## src/verilog/ctm_pkg.sv

```systemverilog
// Constants and types shared by the compact timer block
`default_nettype none

package ctm_pkg;

	// ------------------------------------------------------------
	// Bus layout
	// ------------------------------------------------------------
	localparam int CTM_ADDR_W = 12;
	localparam int CTM_DATA_W = 32;
	localparam logic [11:0] CTM_OFS_CTRL0 = 12'h000;
	localparam logic [11:0] CTM_OFS_CTRL1 = 12'h004;
	localparam logic [11:0] CTM_OFS_CMPA = 12'h008;
	localparam logic [11:0] CTM_OFS_COUNT = 12'h00c;
	localparam logic [11:0] CTM_OFS_STATUS = 12'h010;

	// ------------------------------------------------------------
	// Field positions
	// ------------------------------------------------------------
	localparam int CTM_C0_ON_BIT = 3;
	localparam int CTM_C0_RP_LSB = 0;
	localparam int CTM_C1_MODE_LSB = 6;
	localparam int CTM_C1_IO_LSB = 4;
	localparam int CTM_C1_OC_BIT = 3;
	localparam int CTM_C1_POL_BIT = 2;
	localparam int CTM_C1_DPX_BIT = 1;
	localparam int CTM_C1_CCLR_BIT = 0;
	localparam int CTM_ST_PIN_BIT = 0;
	localparam int CTM_ST_OE_BIT = 1;

	// ------------------------------------------------------------
	// Reset values and counts
	// ------------------------------------------------------------
	localparam logic [3:0] CTM_CTRL0_RST = 4'h0;
	localparam logic [7:0] CTM_CTRL1_RST = 8'h00;
	localparam logic [9:0] CTM_CMPA_RST = 10'h000;
	localparam logic [9:0] CTM_COUNT_RST = 10'h000;
	// Full count span, also the meaning of a zero period code
	localparam logic [10:0] CTM_FULL_SPAN = 11'h400;
	localparam int CTM_P_SHIFT = 7;

	// ------------------------------------------------------------
	// Encodings
	// ------------------------------------------------------------
	typedef enum logic [1:0] {
		CTM_MODE_COMPARE = 2'b00,
		CTM_MODE_UNDEF = 2'b01,
		CTM_MODE_PWM = 2'b10,
		CTM_MODE_TIMER = 2'b11
	} ctm_mode_t;

	typedef enum logic [1:0] {
		CTM_ACT_NONE = 2'b00,
		CTM_ACT_LOW = 2'b01,
		CTM_ACT_HIGH = 2'b10,
		CTM_ACT_TOGGLE = 2'b11
	} ctm_act_t;

endpackage

`default_nettype wire

```

## src/verilog/ctm_timer.sv

```systemverilog
// Compact 10-bit timer with compare, timer and PWM modes behind APB
//
// Design decisions made here: the APB interface to the registers and the placing of the registers.
`timescale 1ns/1ns
`default_nettype none
// How it works
// - output_invert flips pin, not in timer mode
// - pwm_role_swap picks period and duty registers
// - clear_source_sel: A match, else P/overflow
// - Select low: overflow clear only when P code zero
// - PWM ignores clear_source_sel, period clears
// - Mode 00 compare, 10 PWM, 11 timer
// - Compare, select low: both flags raised
// - Select high: only A flag raised
// - Select high, A zero: wrap, no flag
// - Compare pin moves only on A match
// - Pin action 00 leaves pin unchanged
// - timer_on rise loads initial pin level
// - Timer mode counts alike, pin undriven
// - PWM period register clears the counter
// - PWM raises A and P flags
// - Initial level sets polarity; action forces/enables
// - Swap 0: period 128 times code, 0=1024
// - Duty at or above period: always active
// - Swap 1: period from A, duty P*128
// - PWM counting continues while pin forced
// - Compare actions: none, low, high, toggle
// - PWM actions: inactive, active, waveform
// - Initial level: level or PWM polarity
// - P value compared with counter bits 9..7

module ctm_timer
	import ctm_pkg::*;
(
	// Clock and reset
	input wire logic pclk,
	input wire logic presetn,
	// APB slave
	input wire logic psel,
	input wire logic penable,
	input wire logic pwrite,
	input wire logic [CTM_ADDR_W-1:0] paddr,
	input wire logic [CTM_DATA_W-1:0] pwdata,
	output logic [CTM_DATA_W-1:0] prdata,
	output logic pready,
	output logic pslverr,
	// Timer outputs
	output logic timer_out_pin,
	output logic timer_out_oe,
	output logic match_a_flag,
	output logic match_p_flag
);

	// ------------------------------------------------------------
	// Register storage
	// ------------------------------------------------------------
	logic [3:0] ctrl0_reg;
	logic [7:0] ctrl1_reg;
	logic [9:0] cmpa_reg;
	logic [9:0] count_reg;
	logic [9:0] count_next;
	logic on_prev_reg;
	logic cmp_pin_reg;
	logic cmp_pin_next;
	logic pin_reg;
	logic oe_reg;
	logic flag_a_reg;
	logic flag_p_reg;
	logic [CTM_DATA_W-1:0] prdata_reg;
	logic pready_reg;
	logic pslverr_reg;
	// APB handshake states
	typedef enum logic [1:0] {
		CTM_APB_IDLE = 2'b00,
		CTM_APB_ANSWER = 2'b01
	} ctm_apb_t;
	ctm_apb_t apb_state_reg;
	ctm_apb_t apb_state_next;

	// ------------------------------------------------------------
	// Control fields
	// ------------------------------------------------------------
	wire timer_on = ctrl0_reg[CTM_C0_ON_BIT];
	wire [2:0] compare_p_value = ctrl0_reg[CTM_C0_RP_LSB +: 3];
	wire [9:0] compare_a_value = cmpa_reg;
	wire ctm_mode_t mode_select =
		ctm_mode_t'(ctrl1_reg[CTM_C1_MODE_LSB +: 2]);
	wire ctm_act_t pin_action =
		ctm_act_t'(ctrl1_reg[CTM_C1_IO_LSB +: 2]);
	wire output_initial_level = ctrl1_reg[CTM_C1_OC_BIT];
	wire output_invert = ctrl1_reg[CTM_C1_POL_BIT];
	wire pwm_role_swap = ctrl1_reg[CTM_C1_DPX_BIT];
	wire clear_source_sel = ctrl1_reg[CTM_C1_CCLR_BIT];

	wire mode_pwm = (mode_select == CTM_MODE_PWM);
	wire mode_timer = (mode_select == CTM_MODE_TIMER);
	// Undefined code behaves as compare so the pin stays sane
	wire mode_compare = !mode_pwm && !mode_timer;

	wire on_rise = timer_on && !on_prev_reg;
	wire running = timer_on && !on_rise;

	// ------------------------------------------------------------
	// Comparators
	// ------------------------------------------------------------
	// Matches are judged on the incremented count so that a
	// period code of N gives exactly 128*N clocks between clears.
	wire [10:0] count_inc = {1'b0, count_reg} + 11'h001;
	// P code sits on counter bits 9..7
	wire [10:0] p_span = (compare_p_value == 3'h0) ? CTM_FULL_SPAN :
		{1'b0, compare_p_value, 7'h00};
	wire [10:0] a_span = (compare_a_value == 10'h000) ? CTM_FULL_SPAN :
		{1'b0, compare_a_value};
	wire overflow = (count_inc == CTM_FULL_SPAN);

	// zero A never matches in compare modes
	wire cmp_hit_a = (compare_a_value != 10'h000) &&
		(count_inc == {1'b0, compare_a_value});
	wire cmp_hit_p = (compare_p_value != 3'h0) &&
		(count_inc == p_span);
	wire pwm_hit_a = (count_inc == a_span);
	wire pwm_hit_p = (count_inc == p_span);

	wire [10:0] pwm_period = pwm_role_swap ? a_span : p_span;
	wire [10:0] pwm_duty = pwm_role_swap ? p_span :
		{1'b0, compare_a_value};

	// P flag suppressed with select high
	wire cmp_flag_a = cmp_hit_a;
	wire cmp_flag_p = cmp_hit_p && !clear_source_sel;
	// PWM flags on every comparator match
	wire ev_a = running && (mode_pwm ? pwm_hit_a : cmp_flag_a);
	wire ev_p = running && (mode_pwm ? pwm_hit_p : cmp_flag_p);

	// clear source for compare and timer modes
	// with select low, overflow clear only with zero P code
	wire cmp_clear = clear_source_sel ? (cmp_hit_a || overflow) :
		(cmp_hit_p || (overflow && compare_p_value == 3'h0));
	// PWM clears on the period register match or on overflow
	wire pwm_clear = (count_inc == pwm_period) || overflow;
	wire do_clear = mode_pwm ? pwm_clear : cmp_clear;

	// ------------------------------------------------------------
	// Counter
	// ------------------------------------------------------------
	// Count holds while off; restart from zero on the on edge.
	always_comb
	begin
		count_next = count_reg;
		if (on_rise)
			count_next = CTM_COUNT_RST;
		else if (running && do_clear)
			count_next = CTM_COUNT_RST;
		else if (running)
			count_next = count_inc[9:0];
	end

	// ------------------------------------------------------------
	// Pin logic
	// ------------------------------------------------------------
	always_comb
	begin
		cmp_pin_next = cmp_pin_reg;
		if (on_rise)
			cmp_pin_next = output_initial_level;
		// only A matches move the pin
		else if (running && mode_compare && cmp_hit_a)
		begin
			case (pin_action)
				CTM_ACT_NONE: cmp_pin_next = cmp_pin_reg;
				CTM_ACT_LOW: cmp_pin_next = 1'b0;
				CTM_ACT_HIGH: cmp_pin_next = 1'b1;
				CTM_ACT_TOGGLE: cmp_pin_next = !cmp_pin_reg;
				default: cmp_pin_next = cmp_pin_reg;
			endcase
		end
	end

	// Stale count of a past run must not shape the first cycle
	wire [9:0] pwm_count = on_rise ? CTM_COUNT_RST : count_reg;
	// duty at or past period stays active
	wire pwm_active = ({1'b0, pwm_count} < pwm_duty);
	wire pwm_wave = pwm_active ? output_initial_level :
		!output_initial_level;
	// PWM pin actions; code 11 parks inactive
	wire pwm_level = (pin_action == CTM_ACT_LOW) ? output_initial_level :
		(pin_action == CTM_ACT_HIGH) ? pwm_wave :
		!output_initial_level;
	wire raw_level = mode_pwm ? pwm_level : cmp_pin_next;
	// inversion applies to driven modes only
	// timer mode leaves the pin undriven
	wire pin_next = mode_timer ? 1'b0 : (raw_level ^ output_invert);
	wire oe_next = !mode_timer;

	// ------------------------------------------------------------
	// APB decode
	// ------------------------------------------------------------
	// Map: 000 control 0, 004 control 1, 008 compare A,
	// 00c count (read only), 010 status (read only)
	// Control 0: [3] timer on, [2:0] P code
	// Control 1: [7:6] mode, [5:4] pin action, [3] initial level,
	// [2] invert, [1] role swap, [0] clear select
	// Status: [1] pin driven, [0] pin level
	// One wait state: pready rises in the second access cycle.
	wire apb_req = psel && penable && (apb_state_reg == CTM_APB_IDLE);
	wire apb_done = psel && penable && (apb_state_reg == CTM_APB_ANSWER);
	wire [11:0] ofs = paddr[11:0];
	wire hit_c0 = (ofs == CTM_OFS_CTRL0);
	wire hit_c1 = (ofs == CTM_OFS_CTRL1);
	wire hit_a = (ofs == CTM_OFS_CMPA);
	wire hit_cnt = (ofs == CTM_OFS_COUNT);
	wire hit_st = (ofs == CTM_OFS_STATUS);
	wire mapped = hit_c0 || hit_c1 || hit_a || hit_cnt || hit_st;
	wire wr_en = apb_done && pwrite && mapped;

	wire [CTM_DATA_W-1:0] rd_mux =
		hit_c0 ? {28'h0, ctrl0_reg} :
		hit_c1 ? {24'h0, ctrl1_reg} :
		hit_a ? {22'h0, cmpa_reg} :
		hit_cnt ? {22'h0, count_reg} :
		hit_st ? {30'h0, oe_reg, pin_reg} :
		32'h00000000;

	// ------------------------------------------------------------
	// APB handshake
	// ------------------------------------------------------------
	// Answer follows the first access cycle, then back to idle
	always_comb
	begin
		apb_state_next = apb_state_reg;
		case (apb_state_reg)
			CTM_APB_IDLE:
				if (apb_req)
					apb_state_next = CTM_APB_ANSWER;
			CTM_APB_ANSWER:
				apb_state_next = CTM_APB_IDLE;
			default:
				apb_state_next = CTM_APB_IDLE;
		endcase
	end

	// ------------------------------------------------------------
	// Registers
	// ------------------------------------------------------------
	always_ff @(posedge pclk or negedge presetn)
	begin
		if (!presetn)
		begin
			apb_state_reg <= CTM_APB_IDLE;
			pready_reg <= 1'b0;
			pslverr_reg <= 1'b0;
			prdata_reg <= 32'h00000000;
		end
		else
		begin
			apb_state_reg <= apb_state_next;
			pready_reg <= apb_req;
			pslverr_reg <= apb_req && !mapped;
			prdata_reg <= (apb_req && !pwrite) ? rd_mux : 32'h00000000;
		end
	end

	// Counter and status are not writable here; timer on is written via control 0
	always_ff @(posedge pclk or negedge presetn)
	begin
		if (!presetn)
		begin
			ctrl0_reg <= CTM_CTRL0_RST;
			ctrl1_reg <= CTM_CTRL1_RST;
			cmpa_reg <= CTM_CMPA_RST;
		end
		else if (wr_en)
		begin
			if (hit_c0)
				ctrl0_reg <= pwdata[3:0];
			if (hit_c1)
				ctrl1_reg <= pwdata[7:0];
			if (hit_a)
				cmpa_reg <= pwdata[9:0];
		end
	end

	always_ff @(posedge pclk or negedge presetn)
	begin
		if (!presetn)
		begin
			count_reg <= CTM_COUNT_RST;
			on_prev_reg <= 1'b0;
			cmp_pin_reg <= 1'b0;
			pin_reg <= 1'b0;
			oe_reg <= 1'b0;
		end
		else
		begin
			count_reg <= count_next;
			on_prev_reg <= timer_on;
			cmp_pin_reg <= cmp_pin_next;
			pin_reg <= pin_next;
			oe_reg <= oe_next;
		end
	end

	always_ff @(posedge pclk or negedge presetn)
	begin
		if (!presetn)
		begin
			flag_a_reg <= 1'b0;
			flag_p_reg <= 1'b0;
		end
		else
		begin
			flag_a_reg <= ev_a;
			flag_p_reg <= ev_p;
		end
	end

	// ------------------------------------------------------------
	// Outputs
	// ------------------------------------------------------------
	assign prdata = prdata_reg;
	assign pready = pready_reg;
	assign pslverr = pslverr_reg;
	assign timer_out_pin = pin_reg;
	assign timer_out_oe = oe_reg;
	assign match_a_flag = flag_a_reg;
	assign match_p_flag = flag_p_reg;

endmodule // ctm_timer

`default_nettype wire
```

## config.mk

```make
export PLATFORM = sky130hd
export DESIGN_NAME = ctm_timer
export DESIGN_NICKNAME = d
export VERILOG_FILES = /design/src/verilog/ctm_pkg.sv /design/src/verilog/ctm_timer.sv
export SDC_FILE = /design/constraint.sdc
export NUM_CORES = 1
export LEC_CHECK = 0
export ABC_CLOCK_PERIOD_IN_PS = 3500
export BUFFER_PORTS_ARGS = -buffer_cell sky130_fd_sc_hd__buf_2
export CORE_ASPECT_RATIO = 1.25
export CORE_MARGIN = 1.5
export CORE_UTILIZATION = 54
export DETAILED_ROUTE_END_ITERATION = 7
export GPL_TIMING_DRIVEN = 0
export PLACE_DENSITY = 0.77
export SYNTH_ARGS = -nofsm -noshare
export SYNTH_HDL_FRONTEND = slang
export SYNTH_SLANG_ARGS = --single-unit
```

## constraint.sdc

```tcl
create_clock -name pclk -period 3.5 [get_ports pclk]
set_clock_uncertainty 0.2 [all_clocks]
set_input_delay 0.875 -clock pclk [delete_from_list [all_inputs] [get_ports pclk]]
set_output_delay 0.875 -clock pclk [all_outputs]
set_load 0.02 [all_outputs]
```

# After elaboration in Yosys (flattened, before gate mapping)
# Cells that the tools add are included.
dict set report word_totals {
  word_cells 107
  output_inout_bits 38
  input_bits 49
  reg_bits 52
}
dict set report op_classes {
  n_lt_le_gt_ge 1
  n_eq_ne 16
  n_mux 28
  add_sub_neg 1
  bitwise 1
  n_reduce_logical 46
}
# operator count
set op_table {}
lappend op_table {{$mux W10} 9}
lappend op_table {{$mux W11} 4}
lappend op_table {{$eq A11 B11 Y1} 3}
lappend op_table {{$eq A12 B4 Y1 const B} 2}
lappend op_table {{$logic_and A1 B1 Y1} 19}
lappend op_table {{$eq A12 B3 Y1 const B} 1}
lappend op_table {{$eq A12 B5 Y1 const B} 1}
lappend op_table {{$logic_not A12 Y1} 1}
lappend op_table {{$add A10 B1 Y11 const B} 1}
lappend op_table {{$eq A11 B10 Y1} 1}
lappend op_table {{$eq A11 B11 Y1 const B} 1}
lappend op_table {{$lt A10 B11 Y1} 1}
lappend op_table {{$mux W1} 11}
lappend op_table {{$logic_not A10 Y1} 1}
lappend op_table {{$reduce_bool A10 Y1} 1}
lappend op_table {{$logic_not A1 Y1} 9}
lappend op_table {{$eq A2 B2 Y1 const B} 4}
lappend op_table {{$logic_or A1 B1 Y1} 7}
lappend op_table {{$mux W2} 3}
lappend op_table {{$reduce_and A2 Y1} 3}
lappend op_table {{$reduce_bool A3 Y1} 2}
lappend op_table {{$eq A2 B1 Y1 const B} 2}
lappend op_table {{$logic_not A2 Y1} 2}
lappend op_table {{$pmux W1 S4} 1}
lappend op_table {{3 further kinds} 3}

# Longest topological paths before layout
dict set report logic_depth {
  ltp_word 11
  ltp_mapped 11
  depth_no_buf 10
}

# Worst setup path after synthesis
# Ideal clock, no wire load.
dict set report synth_timing {
  path_kind {input-to-reg}
  from {in paddr[7]}
  to {reg cmpa_reg[1]}
  path_slack_ps 332
  arrival_ps 2843
  n_path_buf 1
  setup_ps 125
  stages 8
  required_time_ps 3175
  path_cell_list {nor4_1 > nand2_1 > nor4_2 > inv_2 > or3_1 > nor3b_1 > buf_2 > mux2_2}
}
dict set report synth_via {
  elab_chain_cells 7
  word_cells_on_any_way 11
  classes_between {4 x eq/ne; 7 x reduce/logical}
}
# element line_no
set synth_lines {}
lappend synth_lines {{start, declared} ctm_timer.sv:42} ;# input wire logic [CTM_ADDR_W-1:0] paddr,
lappend synth_lines {{$eq A12 B3 Y1 / $logic_not A12 Y1 (equally long branches)} {ctm_timer.sv:209, ctm_timer.sv:208}}
lappend synth_lines {{$logic_or A1 B1 Y1 (4 in series)} ctm_timer.sv:213} ;# wire mapped = hit_c0 || hit_c1 || hit_a || hit_cnt || hit_st;
lappend synth_lines {{$logic_and A1 B1 Y1} ctm_timer.sv:214} ;# wire wr_en = apb_done && pwrite && mapped;
lappend synth_lines {{$reduce_and A2 Y1 (no source line) *} n/a}
lappend synth_lines {{end signal, assigned} ctm_timer.sv:279} ;# cmpa_reg <= pwdata[9:0];
lappend synth_lines {{end, declared} ctm_timer.sv:59} ;# logic [9:0] cmpa_reg;
# Every way passes the cells marked *; elsewhere a longest branch is shown, timed or not.
# A chain may end at the register's enable or synchronous reset.

# Worst setup path in the final report
dict set report layout_timing {
  from {reg count_reg[0]}
  to {reg count_reg[0]}
}
dict set report layout_via {
  elab_chain_cells 9
  word_cells_on_any_way 18
  classes_between {1 x add/sub; 4 x eq/ne; 5 x mux; 8 x reduce/logical}
}
# element line_no
set layout_lines {}
lappend layout_lines {{start, declared} ctm_timer.sv:60} ;# logic [9:0] count_reg;
lappend layout_lines {{start signal, assigned} ctm_timer.sv:295} ;# count_reg <= count_next;
lappend layout_lines {{$add A10 B1 Y11 *} ctm_timer.sv:108} ;# wire [10:0] count_inc = {1'b0, count_reg} + 11'h001;
lappend layout_lines {{$eq A11 B11 Y1 (tied with other cells)} ctm_timer.sv:120} ;# (count_inc == p_span);
lappend layout_lines {{$logic_and A1 B1 Y1, on equally long branches} {ctm_timer.sv:119, ctm_timer.sv:117, ctm_timer.sv:138}}
lappend layout_lines {{$logic_or A1 B1 Y1, on equally long branches} {ctm_timer.sv:138, ctm_timer.sv:137}}
lappend layout_lines {{$mux W1} ctm_timer.sv:137} ;# wire cmp_clear = clear_source_sel ? (cmp_hit_a || overflow) :
lappend layout_lines {{$mux W1} ctm_timer.sv:141} ;# wire do_clear = mode_pwm ? pwm_clear : cmp_clear;
lappend layout_lines {{$logic_and A1 B1 Y1} ctm_timer.sv:152} ;# else if (running && do_clear)
lappend layout_lines {{$mux W10} ctm_timer.sv:152}
lappend layout_lines {{$mux W10} ctm_timer.sv:150} ;# if (on_rise)
# Every way passes the cells marked *; elsewhere a longest branch is shown, timed or not. The select of a mux whose other input is x is not followed.

==> metrics.yaml <==
wl_um: 9430
final_common_cell: "dfrtp_1"
ir_drop_v: 0.000330
slew_violations: 0
area_delta_synth_final_pct: 15.0
worstPathArrival_ns: 3.27
cts.sinks: 51
clk_path_buf_depth: 2
power_leakage_uw: 0.00196
grtUsageTotal: 0.267
gr-total-overflow: 0
cts-root-buf: "clkbuf_8"
worst_setup_path_start_kind: "flip-flop"
hp-start: "ctrl0_reg[3]"
crit_path_end_kind: "flip-flop"
r2r_start: "count_reg[0]"
core.rowCount: 33
antenna_left: 0
yosysUniqueCellTypes: 66
cts_tree: "done"
clkLatencyLatePin_ns: 0.31
fill_cells: 586
grt_pass1_wl_um: 15000
initial_utilization: 0.558
postCtsSetupRepairBufs: 0
grt_max_degree: 52
power_density_nw_per_um2: 405
holdPathStages: 0
num_vias: 3232
hold_path.class: "reg2reg"
first_iter_violations: 208
reg2reg_to: "count_reg[0]"
synth.area.top_cells: "dfrtp_1, mux2_2, buf_4"
async_flop_share: 1.00
die_width_um: 76.4
power.total_uw: 1690
wl_per_cell_um: 17.2
io_buffers: 42
final_cell_mix: "dfrtp_1, buf_2, mux2_2"
rsz0062_at_grt: "no"
critPathKind: "reg2reg"
viasPerCell: 5.91
hold_viol: 0
maxCapViolCount: 0
cts_buffers: 5
drt_pass1_iterations: 5
gp_congestion: 0.900
p_seq_frac: 0.386
tightest_slew_ns: 1.15
setup_viol: 0
diodes: 0
rr_worst_depth: 10
yosys.area.top_type_share: 0.351
post-route-period-util: 0.935
yosysWarnings: 0
drive_above_1_share: 0.265
fmax_ghz: 0.306
synth_seq_area_share: 0.351
h-tree-depth: 2
p_sw_uw: 593
die-height_um: 94.8
finalNetCount: 519
relSlewSlack: 0.236
avgSynthCellArea_um2: 9.36
power.share.switching: 0.350
hpwlAfterDp_um: 7110
clock_power_share: 0.263
syn_inst: 389
crit_fanout: 10
status: "completed"
synth-edff-count: 0
drc: 0
hold-path-endpoint: "on_prev_reg"
ioPinCount: 87
grt_pass1_vias: 3169
place_area_um2: 4040
crit_required_ns: 3.50
synth-main-ff-cell: "dfrtp_1"
power_frac_comb: 0.351
ff2ff_setup_slack_ns: 0.23
core_area_um2: 6520
internal_power_uw: 1100
post-route-min-period_ns: 3.27
yosysTopAreaCell: "dfrtp_1"
antenna_found_initial: 0
die_area_um2: 7240
final_cell_area_um2: 4190
netlist_area_um2: 3640
ys_ff_latch: 51
path_clk_slew_ns: 0.09
## cells in the mapped netlist, drive strengths merged (11+ instances only)
library cell	count
dfrtp	51
buf	35
mux2	24
nor2	23
nand2	22
o21ai	22
a21oi	14
inv	13
nor4	12
ha	11
nand2b	11
nand3	11
nor3	11
## metal layers
metal	vias to the layer above	part of all wire	global-route usage
met5	-	0	0
met4	0	0.039	0.148
met3	33	0.061	0.0425
met2	148	0.51	0.487
met1	1531	0.39	0.297
li1	1520	-	-
## how the worst max path moves through the flow
stage / slack, ns / to / start / cells after the start
5_1_grt: 0.03 / cmpa_reg[7] / paddr[7] / 9
3_5_place_dp: -0.17 / cmpa_reg[1] / paddr[7] / 9
2_1_floorplan: 0.33 / cmpa_reg[1] / paddr[7] / 8
3_3_place_gp: -0.07 / cmpa_reg[1] / paddr[7] / 9
4_1_cts: 0.02 / count_reg[7] / count_reg[0] / 11
6_report: 0.23 / count_reg[0] / count_reg[0] / 10
## area by class of cell
class	count	area [µm²]	area share
Sequential cell	51	1280	0.305
Buffer	44	280	0.0670
Multi-Input combinational cell	301	2140	0.510
Inverter	14	52.6	0.0126
Tap cell	87	109	0.0260
Clock buffer	6	82.6	0.0197
Timing Repair Buffer	42	210	0.0502
Clock inverter	2	38.8	0.00927
## kinds of logic after synthesis
kind of cell / Yosys count / share of synthesized area
flip-flops: 51 / 0.351
AO/OA/AOI/OAI: 85 / 0.159
multiplexers: 31 / 0.0935
adder cells (fa/ha/maj): 11 / 0.0378
other: 1 / 0.00103
buffers and inverters: 58 / 0.0914
XOR/XNOR: 18 / 0.0588
AND/OR/NAND/NOR: 134 / 0.208
## what timing repair did
| action | 4_1_cts | 5_1_grt |
|---|---|---|
| hold buffers | 0 | 0 |
| resized for setup | 0 | 5 |
| setup endpoints to repair | 0 | 16 |
## power groups by stage
stage          clock network [µW]  logic [µW]  registers, µW
2_1_floorplan                   0         440            659
3_3_place_gp                    0         565            663
3_5_place_dp                    0         579            663
4_1_cts                       451         582            651
5_1_grt                       478         657            657
6_report                      445         594            653
## worst max-delay path, cell delays in order, from the launching register on
cell,delay [ns]
dfrtp_1,0.45
ha_1,0.22
buf_6,0.15
nand3_2,0.20
nor4_2,0.59
xnor2_1,0.15
nor4b_1,0.37
o211a_1,0.26
nor3_4,0.08
buf_2,0.22
mux2_2,0.27
## through the flow
stage | utilization | cells | TNS (ns) | setup slack, ns | hold slack (ns)
global route | 0.642 | 547 | 0 | 0.0344 | 0.287
finish | 0.642 | 547 | 0 | 0.229 | 0.248
floorplan | - | 410 | 0 | 0.332 | 0.193
CTS | 0.638 | 547 | 0 | 0.0187 | 0.251
global placement | 0.619 | 539 | -0.395 | -0.0664 | 0.216
detailed placement | 0.619 | 539 | -1.01 | -0.170 | 0.229
No activity file was read; power rests on OpenSTA's default activity.
